$ cat src/rtl/aicbi_pkg.sv
// Package of constants and carrier types for the bus cycle interlock block
package aicbi_pkg;
  localparam int ACK_CLOCKS_PLAIN  = 4;
  localparam int ACK_CLOCKS_REMOTE = 8;
  localparam int BUS_BACKOFF_N_WIN_FIRST    = 1;
  localparam int BUS_BACKOFF_N_WIN_LAST     = 3;
  localparam int SERIAL_TOGGLES    = 20;
  localparam int SYNC_STAGES       = 2;
  localparam int UNIT_ID_WIDTH     = 4;
  localparam logic [3:0] ID_RESET_VALUE = 4'h0;
  localparam int CNT_WIDTH         = 5;

  typedef enum logic [2:0] {
    AICBI_IDLE,
    AICBI_ACK2,
    AICBI_REGRD,
    AICBI_HUNG
  } aicbi_state_t;

  // Bus pins after synchronisation, all active high
  typedef struct packed {
    logic backoff;
    logic hold;
    logic addr_strobe;
    logic burst_ready;
    logic soft_init;
    logic mgmt_int;
    logic serial_clk;
  } aicbi_bus_t;

  // Requests from the core side
  typedef struct packed {
    logic       ack2_start;
    logic       regrd_start;
    logic       reg_write;
    logic       pipelined;
    logic       remote_read;
    logic       msg_init;
    logic       msg_smi;
    logic       id_write;
    logic [3:0] id_value;
  } aicbi_req_t;
endpackage

$ cat src/rtl/aicbi_sync.sv
// Two-flop synchroniser for pin inputs
`timescale 1ns/1ps
module aicbi_sync #(
  parameter int WIDTH = 7
) (
  input  wire logic             clock_in,
  input  wire logic             reset_n_in,
  input  wire logic [WIDTH-1:0] async_in,
  input  wire logic [WIDTH-1:0] reset_value_in,
  output logic      [WIDTH-1:0] sync_out
);
  typedef struct packed {
    logic [WIDTH-1:0] s1;
    logic [WIDTH-1:0] s2;
  } aicbi_sync_state_t;

  aicbi_sync_state_t state;
  aicbi_sync_state_t next_state;

  initial begin
    if (WIDTH < 1) $error("aicbi_sync: WIDTH must be positive");
  end

  always_comb begin
    next_state    = state;
    next_state.s1 = async_in;
    next_state.s2 = state.s1;
  end

  // Reset value is a constant at every instance
  always_ff @(posedge clock_in or negedge reset_n_in) begin
    if (!reset_n_in) begin
      state <= '0;
    end else begin
      state <= next_state;
    end
  end

  assign sync_out = state.s2 ^ reset_value_in;
endmodule

$ cat src/rtl/aicbi_top.sv
// Local interrupt unit bus cycle interlocks
`timescale 1ns/1ps
module aicbi_top (
  input  wire logic                clock_in,
  input  wire logic                reset_n_in,
  input  wire logic                bus_backoff_n_in,
  input  wire logic                bus_hold_in,
  input  wire logic                address_strobe_n_in,
  input  wire logic                burst_ready_n_in,
  input  wire logic                soft_init_in,
  input  wire logic                system_mgmt_interrupt_n_in,
  input  wire logic                interrupt_serial_clock_in,
  input  wire logic [3:0]          byte_enables_n_in,
  input  wire logic                redundancy_master_checker_n_in,
  input  wire logic                redundancy_lockstep_in,
  input  wire aicbi_pkg::aicbi_req_t req_in,
  output logic                     ack2_done_out,
  output logic                     regrd_done_out,
  output logic                     hung_out,
  output logic                     single_read_out,
  output logic                     bus_desync_out,
  output logic                     bus_cycle_out,
  output logic                     internal_error_n_out,
  output logic                     soft_init_event_out,
  output logic                     mgmt_event_out,
  output logic [3:0]               unit_id_out,
  output logic                     outputs_tristate_out,
  output logic                     interrupt_unit_enable_out
);
  localparam int SW = 7;

  typedef struct packed {
    aicbi_pkg::aicbi_state_t                fsm;
    logic [aicbi_pkg::CNT_WIDTH-1:0]        clk_cnt;
    logic                                   bus_backoff_n_seen;
    logic                                   bus_backoff_n_prev;
    logic                                   hold_prev;
    logic                                   bus_backoff_n_1clk;
    logic                                   stray_ready;
    logic                                   single_read;
    logic [1:0]                             leftover;
    logic                                   desync;
    logic                                   ack2_done;
    logic                                   regrd_done;
    logic                                   bus_cycle;
    logic                                   err_pend;
    logic                                   internal_error_n_n;
    logic                                   init_prev;
    logic                                   smi_prev;
    logic                                   init_ev;
    logic                                   smi_ev;
    logic                                   in_reset;
    logic                                   unit_en;
    logic [aicbi_pkg::UNIT_ID_WIDTH-1:0]    unit_id;
    logic                                   tristate;
  } aicbi_top_state_t;

  aicbi_top_state_t  state;
  aicbi_top_state_t  next_state;
  aicbi_pkg::aicbi_bus_t bus;
  logic [SW-1:0]     raw;
  logic [SW-1:0]     synced;
  logic [3:0]        be_sync;
  logic              frc_sync;
  logic              rst_sync;
  logic [1:0]        free_sync;
  logic              pclk_free_prev;
  logic [aicbi_pkg::CNT_WIDTH-1:0] toggles_free;

  // Active-low pins inverted before sync so all stages are active high
  assign raw = {~bus_backoff_n_in, bus_hold_in, ~address_strobe_n_in,
                ~burst_ready_n_in, soft_init_in,
                ~system_mgmt_interrupt_n_in, interrupt_serial_clock_in};

  aicbi_sync #(.WIDTH(SW)) u_sync_bus (
    .clock_in       (clock_in),
    .reset_n_in     (reset_n_in),
    .async_in       (raw),
    .reset_value_in ('0),
    .sync_out       (synced)
  );

  // Straps and their own reset-release marker
  aicbi_sync #(.WIDTH(6)) u_sync_strap (
    .clock_in       (clock_in),
    .reset_n_in     (reset_n_in),
    // Identifier is the pin level; pulldowns give the 0000 default
    .async_in       ({byte_enables_n_in, ~redundancy_master_checker_n_in,
                      1'b1}),
    .reset_value_in ('0),
    .sync_out       ({be_sync, frc_sync, rst_sync})
  );

  // Unreset: must watch the serial clock while reset holds all else
  aicbi_sync #(.WIDTH(2)) u_sync_free (
    .clock_in       (clock_in),
    .reset_n_in     (1'b1),
    .async_in       ({interrupt_serial_clock_in, reset_n_in}),
    .reset_value_in ('0),
    .sync_out       (free_sync)
  );

  // Cleared once release is seen; unknown until the first release
  always_ff @(posedge clock_in) begin
    pclk_free_prev <= free_sync[1];
    if (free_sync[0]) begin
      toggles_free <= '0;
    end else if (free_sync[1] != pclk_free_prev && toggles_free != '1) begin
      toggles_free <= toggles_free + 1'b1;
    end
  end

  assign bus = synced;

  always_comb begin
    logic active;
    logic [aicbi_pkg::CNT_WIDTH-1:0] limit;
    active = 1'b0;
    limit  = '0;
    next_state            = state;
    next_state.bus_backoff_n_prev  = bus.backoff;
    next_state.hold_prev  = bus.hold;
    next_state.ack2_done  = 1'b0;
    next_state.regrd_done = 1'b0;
    next_state.init_ev    = 1'b0;
    next_state.smi_ev     = 1'b0;
    next_state.internal_error_n_n     = 1'b1;
    next_state.init_prev  = bus.soft_init;
    next_state.smi_prev   = bus.mgmt_int;
    next_state.bus_cycle  = 1'b0;

    // Straps latched once rst_sync is seen, on the third clock after release
    if (state.in_reset && rst_sync) begin
      next_state.in_reset = 1'b0;
      next_state.unit_id  = be_sync;
      next_state.tristate = frc_sync;
      next_state.unit_en  = (toggles_free >=
        aicbi_pkg::CNT_WIDTH'(aicbi_pkg::SERIAL_TOGGLES));
    end
    if (!state.in_reset && req_in.id_write) begin
      next_state.unit_id = req_in.id_value;
    end

    // Edge detection; serial messages refused while pin still held
    if (bus.soft_init && !state.init_prev) next_state.init_ev = 1'b1;
    if (bus.mgmt_int && !state.smi_prev) next_state.smi_ev = 1'b1;
    if (req_in.msg_init && !bus.soft_init) next_state.init_ev = 1'b1;
    if (req_in.msg_smi && !bus.mgmt_int) next_state.smi_ev = 1'b1;

    // Register writes complete internally, no bus cycle
    if (req_in.reg_write && !req_in.pipelined)
      next_state.bus_cycle = 1'b0;
    if (req_in.reg_write && req_in.pipelined && redundancy_lockstep_in &&
        !state.tristate)
      next_state.err_pend = 1'b1;
    if (state.err_pend && bus.burst_ready) begin
      next_state.err_pend = 1'b0;
      next_state.internal_error_n_n   = 1'b0;
    end

    // Leftover burst readies after a restarted linefill
    if (state.single_read && bus.burst_ready) begin
      next_state.single_read = 1'b0;
      next_state.leftover    = 2'h3;
    end else if (state.leftover != 2'h0 && bus.burst_ready) begin
      next_state.leftover = state.leftover - 2'h1;
      if (bus.addr_strobe || state.bus_cycle)
        next_state.desync = 1'b1;
    end
    if (req_in.pipelined && state.bus_backoff_n_prev && !bus.backoff &&
        state.bus_backoff_n_1clk && state.fsm == aicbi_pkg::AICBI_REGRD)
      next_state.single_read = 1'b1;
    if (bus.addr_strobe) next_state.bus_cycle = 1'b1;

    active = state.fsm == aicbi_pkg::AICBI_ACK2 ||
             state.fsm == aicbi_pkg::AICBI_REGRD;
    limit = req_in.remote_read ?
      aicbi_pkg::CNT_WIDTH'(aicbi_pkg::ACK_CLOCKS_REMOTE) :
      aicbi_pkg::CNT_WIDTH'(aicbi_pkg::ACK_CLOCKS_PLAIN);
    // Backoff just raised without hold; one clock old when it is read
    next_state.bus_backoff_n_1clk = active && bus.backoff && !state.bus_backoff_n_prev &&
                           !bus.hold;

    case (state.fsm)
      aicbi_pkg::AICBI_IDLE: begin
        next_state.clk_cnt     = '0;
        next_state.bus_backoff_n_seen   = 1'b0;
        next_state.stray_ready = bus.addr_strobe && bus.burst_ready;
        // Only an idle bus lets an internal cycle begin
        // Done pulse still up: the request has not been dropped yet
        if (!bus.addr_strobe && !state.bus_cycle && state.unit_en &&
            !state.ack2_done && !state.regrd_done) begin
          if (req_in.ack2_start)
            next_state.fsm = aicbi_pkg::AICBI_ACK2;
          else if (req_in.regrd_start)
            next_state.fsm = aicbi_pkg::AICBI_REGRD;
        end
      end
      aicbi_pkg::AICBI_ACK2, aicbi_pkg::AICBI_REGRD: begin
        next_state.clk_cnt = state.clk_cnt + 1'b1;
        if (bus.backoff &&
            state.clk_cnt + 1'b1 >=
              aicbi_pkg::CNT_WIDTH'(aicbi_pkg::BUS_BACKOFF_N_WIN_FIRST) &&
            state.clk_cnt + 1'b1 <=
              aicbi_pkg::CNT_WIDTH'(aicbi_pkg::BUS_BACKOFF_N_WIN_LAST))
          next_state.bus_backoff_n_seen = 1'b1;
        if (state.fsm == aicbi_pkg::AICBI_ACK2 && state.bus_backoff_n_seen &&
            !bus.backoff && state.clk_cnt + 1'b1 < limit)
          next_state.fsm = aicbi_pkg::AICBI_HUNG;
        else if (state.fsm == aicbi_pkg::AICBI_ACK2 && bus.hold &&
                 req_in.remote_read)
          next_state.fsm = aicbi_pkg::AICBI_HUNG;
        else if (state.bus_backoff_n_1clk && bus.hold && !bus.backoff)
          next_state.fsm = aicbi_pkg::AICBI_HUNG;
        else if (state.fsm == aicbi_pkg::AICBI_ACK2 && state.stray_ready &&
                 bus.backoff)
          next_state.fsm = aicbi_pkg::AICBI_HUNG;
        else if (!bus.backoff && state.clk_cnt + 1'b1 >= limit) begin
          next_state.fsm = aicbi_pkg::AICBI_IDLE;
          if (state.fsm == aicbi_pkg::AICBI_ACK2)
            next_state.ack2_done = 1'b1;
          else
            next_state.regrd_done = 1'b1;
        end
      end
      aicbi_pkg::AICBI_HUNG: next_state.fsm = aicbi_pkg::AICBI_HUNG;
      default: next_state.fsm = aicbi_pkg::AICBI_IDLE;
    endcase
  end

  always_ff @(posedge clock_in or negedge reset_n_in) begin
    if (!reset_n_in) begin
      state          <= '0;
      state.fsm      <= aicbi_pkg::AICBI_IDLE;
      state.internal_error_n_n   <= 1'b1;
      state.in_reset <= 1'b1;
      state.unit_id  <= aicbi_pkg::ID_RESET_VALUE;
    end else begin
      state <= next_state;
    end
  end

  assign ack2_done_out             = state.ack2_done;
  assign regrd_done_out            = state.regrd_done;
  assign hung_out                  = state.fsm == aicbi_pkg::AICBI_HUNG;
  assign single_read_out           = state.single_read;
  assign bus_desync_out            = state.desync;
  assign bus_cycle_out             = state.bus_cycle;
  assign internal_error_n_out      = state.internal_error_n_n;
  assign soft_init_event_out       = state.init_ev;
  assign mgmt_event_out            = state.smi_ev;
  assign unit_id_out               = state.unit_id;
  assign outputs_tristate_out      = state.tristate;
  assign interrupt_unit_enable_out = state.unit_en;
endmodule

$ cat config.mk
export PLATFORM = sky130hd
export DESIGN_NAME = aicbi_top
export DESIGN_NICKNAME = d
export VERILOG_FILES = /design/src/rtl/aicbi_pkg.sv /design/src/rtl/aicbi_sync.sv /design/src/rtl/aicbi_top.sv
export SDC_FILE = /design/constraint.sdc
export NUM_CORES = 1
export LEC_CHECK = 0
export BUFFER_PORTS_ARGS = -buffer_cell sky130_fd_sc_hd__clkbuf_2
export CAP_MARGIN = 20
export CORE_MARGIN = 8
export CORE_UTILIZATION = 60
export CTS_CLUSTER_DIAMETER = 60
export DETAILED_ROUTE_END_ITERATION = 10
export PLACE_DENSITY = 0.84
export SLEW_MARGIN = 20
export SYNTH_ARGS = -nofsm -noshare
export SYNTH_HDL_FRONTEND = slang
export SYNTH_SLANG_ARGS = --single-unit
$ cat constraint.sdc
create_clock -name clock_in -period 6.1 [get_ports clock_in]
set_input_delay 1.22 -clock clock_in [delete_from_list [all_inputs] [get_ports clock_in]]
set_output_delay 1.22 -clock clock_in [all_outputs]
set_load 0.02 [all_outputs]
==> results.yml, run 1 <==
die:
  ios: 42
  initial_core_util: 0.615
  core_mm2: 0.00429
  die_area_mm2: 0.00678
  rows: 24
  die_y_um: 82.4
  die_width_um: 82.4
synthesis:
  yosysWarnings: 0
  ys_ff_latch: 65
  synth.top_cell.area_share: 0.502
  synth_area_per_cell_um2: 11.8
  synth_seq_area_share: 0.598
  netlist_instances: 224
  synth_most_common_cell: "dfrtp_1"
  synth-edff-count: 0
  ys_top_cells_by_area: "dfrtp_1, dfxtp_1, ha_1"
  syn_area_mm2: 0.00264
  ys_types: 38
  ys.flop_type: "dfrtp_1"
  synthArstFlopShare: 0.846
  synth_largest_area_cell: "dfrtp_1"
  netlist_top_cells_count: "dfrtp_1, inv_1, ha_1, nor2_1, nand2_1"
  synth_nets: 267
sta:
  setup_slack_ps: 3680
  tns_ps: 0
  timing.hold.ws_ps: 329
  fin_worst_skew_ps: 6.94
  hold_viol: 0
  rsz0062_at_grt: "false"
  drv_slew: 0
  fmax_mhz: 412
  fin_crit_ps: 2420
  worstMarginPinSlew_ps: 686
  relSlewSlack: 0.543
  final-setup-viol-count: 0
  fin_crit_sh: 0.398
clock_tree:
  path_clk_slew_ps: 70
  hold_buffers: 0
  clk_latency_ps: 330
  cts_buffers: 9
  cts_tree: "built"
  clockBufferDepth: 2
  cts.sinks: 65
  post-cts-setup-buffers: 0
  cts_resized: 0
  root_buffer: "clkbuf_8"
  htreeDepth: 3
setup_path:
  critical_path.max_fanout: 4
  worstSetupPathType: "in -> reg"
  cp_slowest_cell: "ha_1"
  r2r_slack_ps: 3800
  cp_cell_sequence: "clkbuf_2 -> inv_1 -> ha_1 -> a21oi_1 -> nand4_2 -> a311oi_1 -> o22ai_1 -> mux2i_1"
  critPathLaunchType: "primary input"
  critPathCaptureType: "flop"
  arrival_ps: 2670
  worstPathRequired_ps: 6350
  rr_worst_depth: 9
  regToRegStartpoint: "state[25]"
  worst_path_largest_cell_delay_ps: 310
  r2r-end: "state[30]"
power_and_ir_drop:
  p_per_area_mw_per_mm2: 311
  power_leakage_nw: 1.50
  ir_worst_vdd_mv: 0.250
  p_total_mw: 0.966
outcome:
  status: "completed"
cells_and_area:
  nets: 311
  antenna-diode-count: 0
  fin_area_mm2: 0.00310
  area_growth_syn_to_layout_pct: 17.5
  drive_gt1_frac: 0.242
  finalNonFillerCells: 325
  utilization: 0.723
placed_design:
  port_buffers: 41
  place_ws_ps: 3320
  placed_area_mm2: 0.00287
  gp_routability_congestion: 0.808
  place_hpwl_mm: 3.17
  dp_cells: 309
global_route:
  antenna_found_initial: 0
  track_usage: 0.141
  gr-total-overflow: 0
  grt_max_degree: 57
  grt_pass1_wl_mm: 7.28
  grt_pass1_vias: 1692
worst_hold_path:
  holdCritPathClass: "reg -> reg"
  whs_endpoint: "u_sync_free.state[1]"
  hold_path.startpoint: "u_sync_free.next_state[1]"
  whs_path_depth: 0
drt:
  vias: 1666
  vias_per_cell: 5.13
  drt_first_pass_iters: 4
  post-route-drc-count: 0
  ant_nets: 0
  drt-wirelength-per-cell_um: 13.5
  routed_wirelength_mm: 4.40
  drt-initial-drc-count: 67
run:
  max_cap_violations: 0
per-layer routing:
layer,vias up,wire (um),global-route usage
li1,831,-,-
met1,787,1990,0.174
met2,44,1990,0.218
met3,4,387,0.0584
met4,0,30,0.0474
met5,-,0,0
registers in the layout, summed over array words and instances (netlist names), 2 cells and up:
| name | count |
|---|---|
| state | 17 |
| u_sync_bus.next_state | 6 |
| u_sync_bus.state | 6 |
| u_sync_strap.next_state | 6 |
| u_sync_strap.state | 6 |
| toggles_free | 5 |
| unit_id_out | 4 |
| u_sync_free.next_state | 2 |
| u_sync_free.state | 2 |
how the worst max path moves through the flow:
stage | start | endpoint | slack, ps
2_1_floorplan | req_in[7] | state[30] | 3570
5_1_grt | req_in[7] | state[30] | 3510
6_report | req_in[7] | state[30] | 3680
4_1_cts | req_in[7] | state[30] | 3660
3_3_place_gp | req_in[7] | state[31] | 3430
3_5_place_dp | req_in[7] | state[30] | 3320
critical path: cells and delay by family:
| kind | cells | cell delay (ps) |
|---|---|---|
| AOI/OAI and AO/OA | 3 | 650 |
| adders and majority gates | 1 | 310 |
| and+or+nand+nor | 1 | 200 |
| muxes | 1 | 160 |
| buffers and inverters | 2 | 120 |
layout make-up:
cell class              instances  area [um^2]
flip-flops and latches         65         1580
fillers                       306         1190
multi-input cells             127          923
repair buffers                 42          213
clock buffers                  11          131
clock inverters                 5          105
inverters                      23         86.3
well taps                      52         65.1
report_power, final:
group / leakage [nW] / total, mW / switching (mW) / internal (mW)
clock network: 0.110 / 0.425 / 0.153 / 0.272
logic: 0.643 / 0.0702 / 0.0388 / 0.0314
registers: 0.746 / 0.470 / 0.0155 / 0.455
total: 1.50 / 0.966 / 0.208 / 0.758
cell usage in the layout (no fill, tap or decap), types with 2 or more instances in the layout:
cell type	n
xnor2_1	4
bufinv_16	3
a21oi_1	6
nand3_1	5
clkbuf_8	9
mux2_2	2
clkinvlp_4	2
clkbuf_1	2
o22ai_1	3
and3_1	2
a31oi_1	3
a211oi_1	4
clkbuf_2	41
inv_1	23
dfrtp_1	53
mux2i_1	12
nand4_1	3
nor2_1	16
ha_1	16
xor2_1	2
nor2b_1	6
o21ai_0	12
dfxtp_1	10
dfstp_2	2
nand2_1	15
logic make-up after synthesis:
family          synth area share
compound gates            0.0843
fa+ha+maj                 0.0758
xor+xnor                  0.0261
mux                       0.0540
other cells              0.00142
buf+inv                   0.0526
flops                      0.598
simple gates               0.108
Power figures use the tool's default switching activity.
==> run 2: changes to the inputs <==
--- a/config.mk
+++ b/config.mk
@@ -8,10 +8,10 @@
 export BUFFER_PORTS_ARGS = -buffer_cell sky130_fd_sc_hd__clkbuf_2
 export CAP_MARGIN = 20
 export CORE_MARGIN = 8
-export CORE_UTILIZATION = 60
+export CORE_UTILIZATION = 50
 export CTS_CLUSTER_DIAMETER = 60
 export DETAILED_ROUTE_END_ITERATION = 10
-export PLACE_DENSITY = 0.84
+export PLACE_DENSITY = 0.75
 export SLEW_MARGIN = 20
 export SYNTH_ARGS = -nofsm -noshare
 export SYNTH_HDL_FRONTEND = slang
==> constraint.sdc (replaced) <==
create_clock -name clock_in -period 2.2 [get_ports clock_in]
set_input_delay 0.44 -clock clock_in [delete_from_list [all_inputs] [get_ports clock_in]]
set_output_delay 0.44 -clock clock_in [all_outputs]
set_load 0.02 [all_outputs]
==> results.yml, run 2 (synthesis results as in run 1) <==
outcome:
  status: "completed"
setup_path:
  cp_slowest_cell: "dfrtp_1"
  critical_path.max_fanout: 6
  cp_cell_sequence: "nand3_1 -> xnor2_2 -> ha_1 -> a21oi_2 -> nand4_2 -> buf_4 -> nand3_4 -> o31ai_4 -> mux2i_1"
  arrival_ps: 2310
  worst_path_largest_cell_delay_ps: 430
  worstSetupPathType: "reg -> reg"
  worstPathRequired_ps: 2450
  critPathLaunchType: "flop"
  critPathCaptureType: "flop"
die:
  die_width_um: 88.7
  rows: 26
  die_area_mm2: 0.00786
  ios: 42
  die_y_um: 88.7
  initial_core_util: 0.517
  core_mm2: 0.00511
placed_design:
  place_hpwl_mm: 3.38
  place_ws_ps: -26.2
  gp_routability_congestion: 0.779
  placed_area_mm2: 0.00291
  dp_cells: 330
  port_buffers: 41
run:
  max_cap_violations: 0
sta:
  drv_slew: 0
  rsz0062_at_grt: "false"
  fmax_mhz: 485
  hold_viol: 0
  fin_crit_sh: 0.937
  fin_worst_skew_ps: 7.70
  setup_slack_ps: 139
  fin_crit_ps: 2060
  tns_ps: 0
  final-setup-viol-count: 0
drt:
  post-route-drc-count: 0
  routed_wirelength_mm: 4.49
  vias_per_cell: 4.83
  drt-initial-drc-count: 32
  vias: 1675
  ant_nets: 0
  drt-wirelength-per-cell_um: 12.9
  drt_first_pass_iters: 7
clock_tree:
  clockBufferDepth: 2
  cts_buffers: 9
  clk_latency_ps: 340
  hold_buffers: 0
  root_buffer: "clkbuf_8"
  path_clk_slew_ps: 70
  cts_tree: "built"
  htreeDepth: 3
  cts.sinks: 65
cells_and_area:
  finalNonFillerCells: 347
  final_cell_mix: "dfrtp_1, clkbuf_2, inv_1, nor2_1"
  fin_area_mm2: 0.00316
  area_growth_syn_to_layout_pct: 19.6
  antenna-diode-count: 0
  final_common_cell: "dfrtp_1"
  fillers: 404
  utilization: 0.618
  largest_register_ffs: 17
  drive_gt1_frac: 0.282
  nets: 315
  largest-register: "state"
global_route:
  grt_pass1_vias: 1703
  antenna_found_initial: 0
  grt_max_degree: 29
  grt_pass1_wl_mm: 7.49
  gr-total-overflow: 0
  track_usage: 0.126
power_and_ir_drop:
  power_leakage_nw: 1.52
  p_per_area_mw_per_mm2: 792
  ir_worst_vdd_mv: 0.374
worst_hold_path:
  holdCritPathClass: "in -> async"
-- run 2: worst paths after layout --
check / cells past startpoint / slack, ps / to / start
max: 9 / 140 / state[31] / state[26]
min: 2 / 110 / u_sync_bus.next_state[4] / reset_n_in
max reg2reg: 9 / 140 / state[31] / state[26]
min reg2reg: 0 / 330 / u_sync_free.state[0] / u_sync_free.next_state[0]
max in group asynchronous: 2 / 1790 / internal_error_n_out / reset_n_in
min in group clock_in: 1 / 210 / u_sync_strap.next_state[4] / byte_enables_n_in[2]
-- run 2: per-stage QoR --
stage | hold WS, ps | power (mW)
after floorplan | 144 | 1.45
after global placement | 310 | 1.51
after detailed placement | 315 | 1.53
after CTS | 103 | 2.53
after global routing | 124 | 2.63
final | 112 | 2.50
-- run 2: repair_timing --
| item | 4_1_cts | 5_1_grt |
|---|---|---|
| buffers inserted | 0 | 1 |
| setup endpoints to repair | 2 | 2 |
| resized for setup | 1 | 5 |
| pin swaps | 0 | 1 |
-- run 2: per-layer routing --
metal	global-route usage	wire (um)	part of all wire	vias up
li1	-	-	-	839
met1	0.152	2020	0.45	788
met2	0.190	2080	0.46	38
met3	0.0362	279	0.062	10
met4	0.0829	106	0.024	0
met5	0	0	0	-
-- run 2: power breakdown --
| part | total, mW | switching (mW) | leakage [nW] | internal (mW) |
|---|---|---|---|---|
| clock | 1.00 | 0.445 | 0.0985 | 0.555 |
| sequential | 1.30 | 0.0424 | 0.746 | 1.26 |
| combinational | 0.198 | 0.108 | 0.672 | 0.0892 |
| total | 2.50 | 0.596 | 1.52 | 1.90 |
-- run 2: layout make-up --
type / instances / area (um^2) / share of cell area
clock inverter: 6 / 67.6 / 0.0214
sequential: 65 / 1580 / 0.500
multi-input combinational: 127 / 957 / 0.303
inverter: 23 / 86.3 / 0.0273
tap: 70 / 87.6 / 0.0277
clock buffer: 10 / 138 / 0.0436
timing repair buffer: 46 / 243 / 0.0769
-- run 2: worst max-delay path: cells and delay by family, from the launching register on --
family	cells	cell delay [ps]
simple gates	3	320
xor+xnor	1	180
mux	1	240
buf+inv	1	140
compound gates	2	350
fa+ha+maj	1	320
flops	1	430
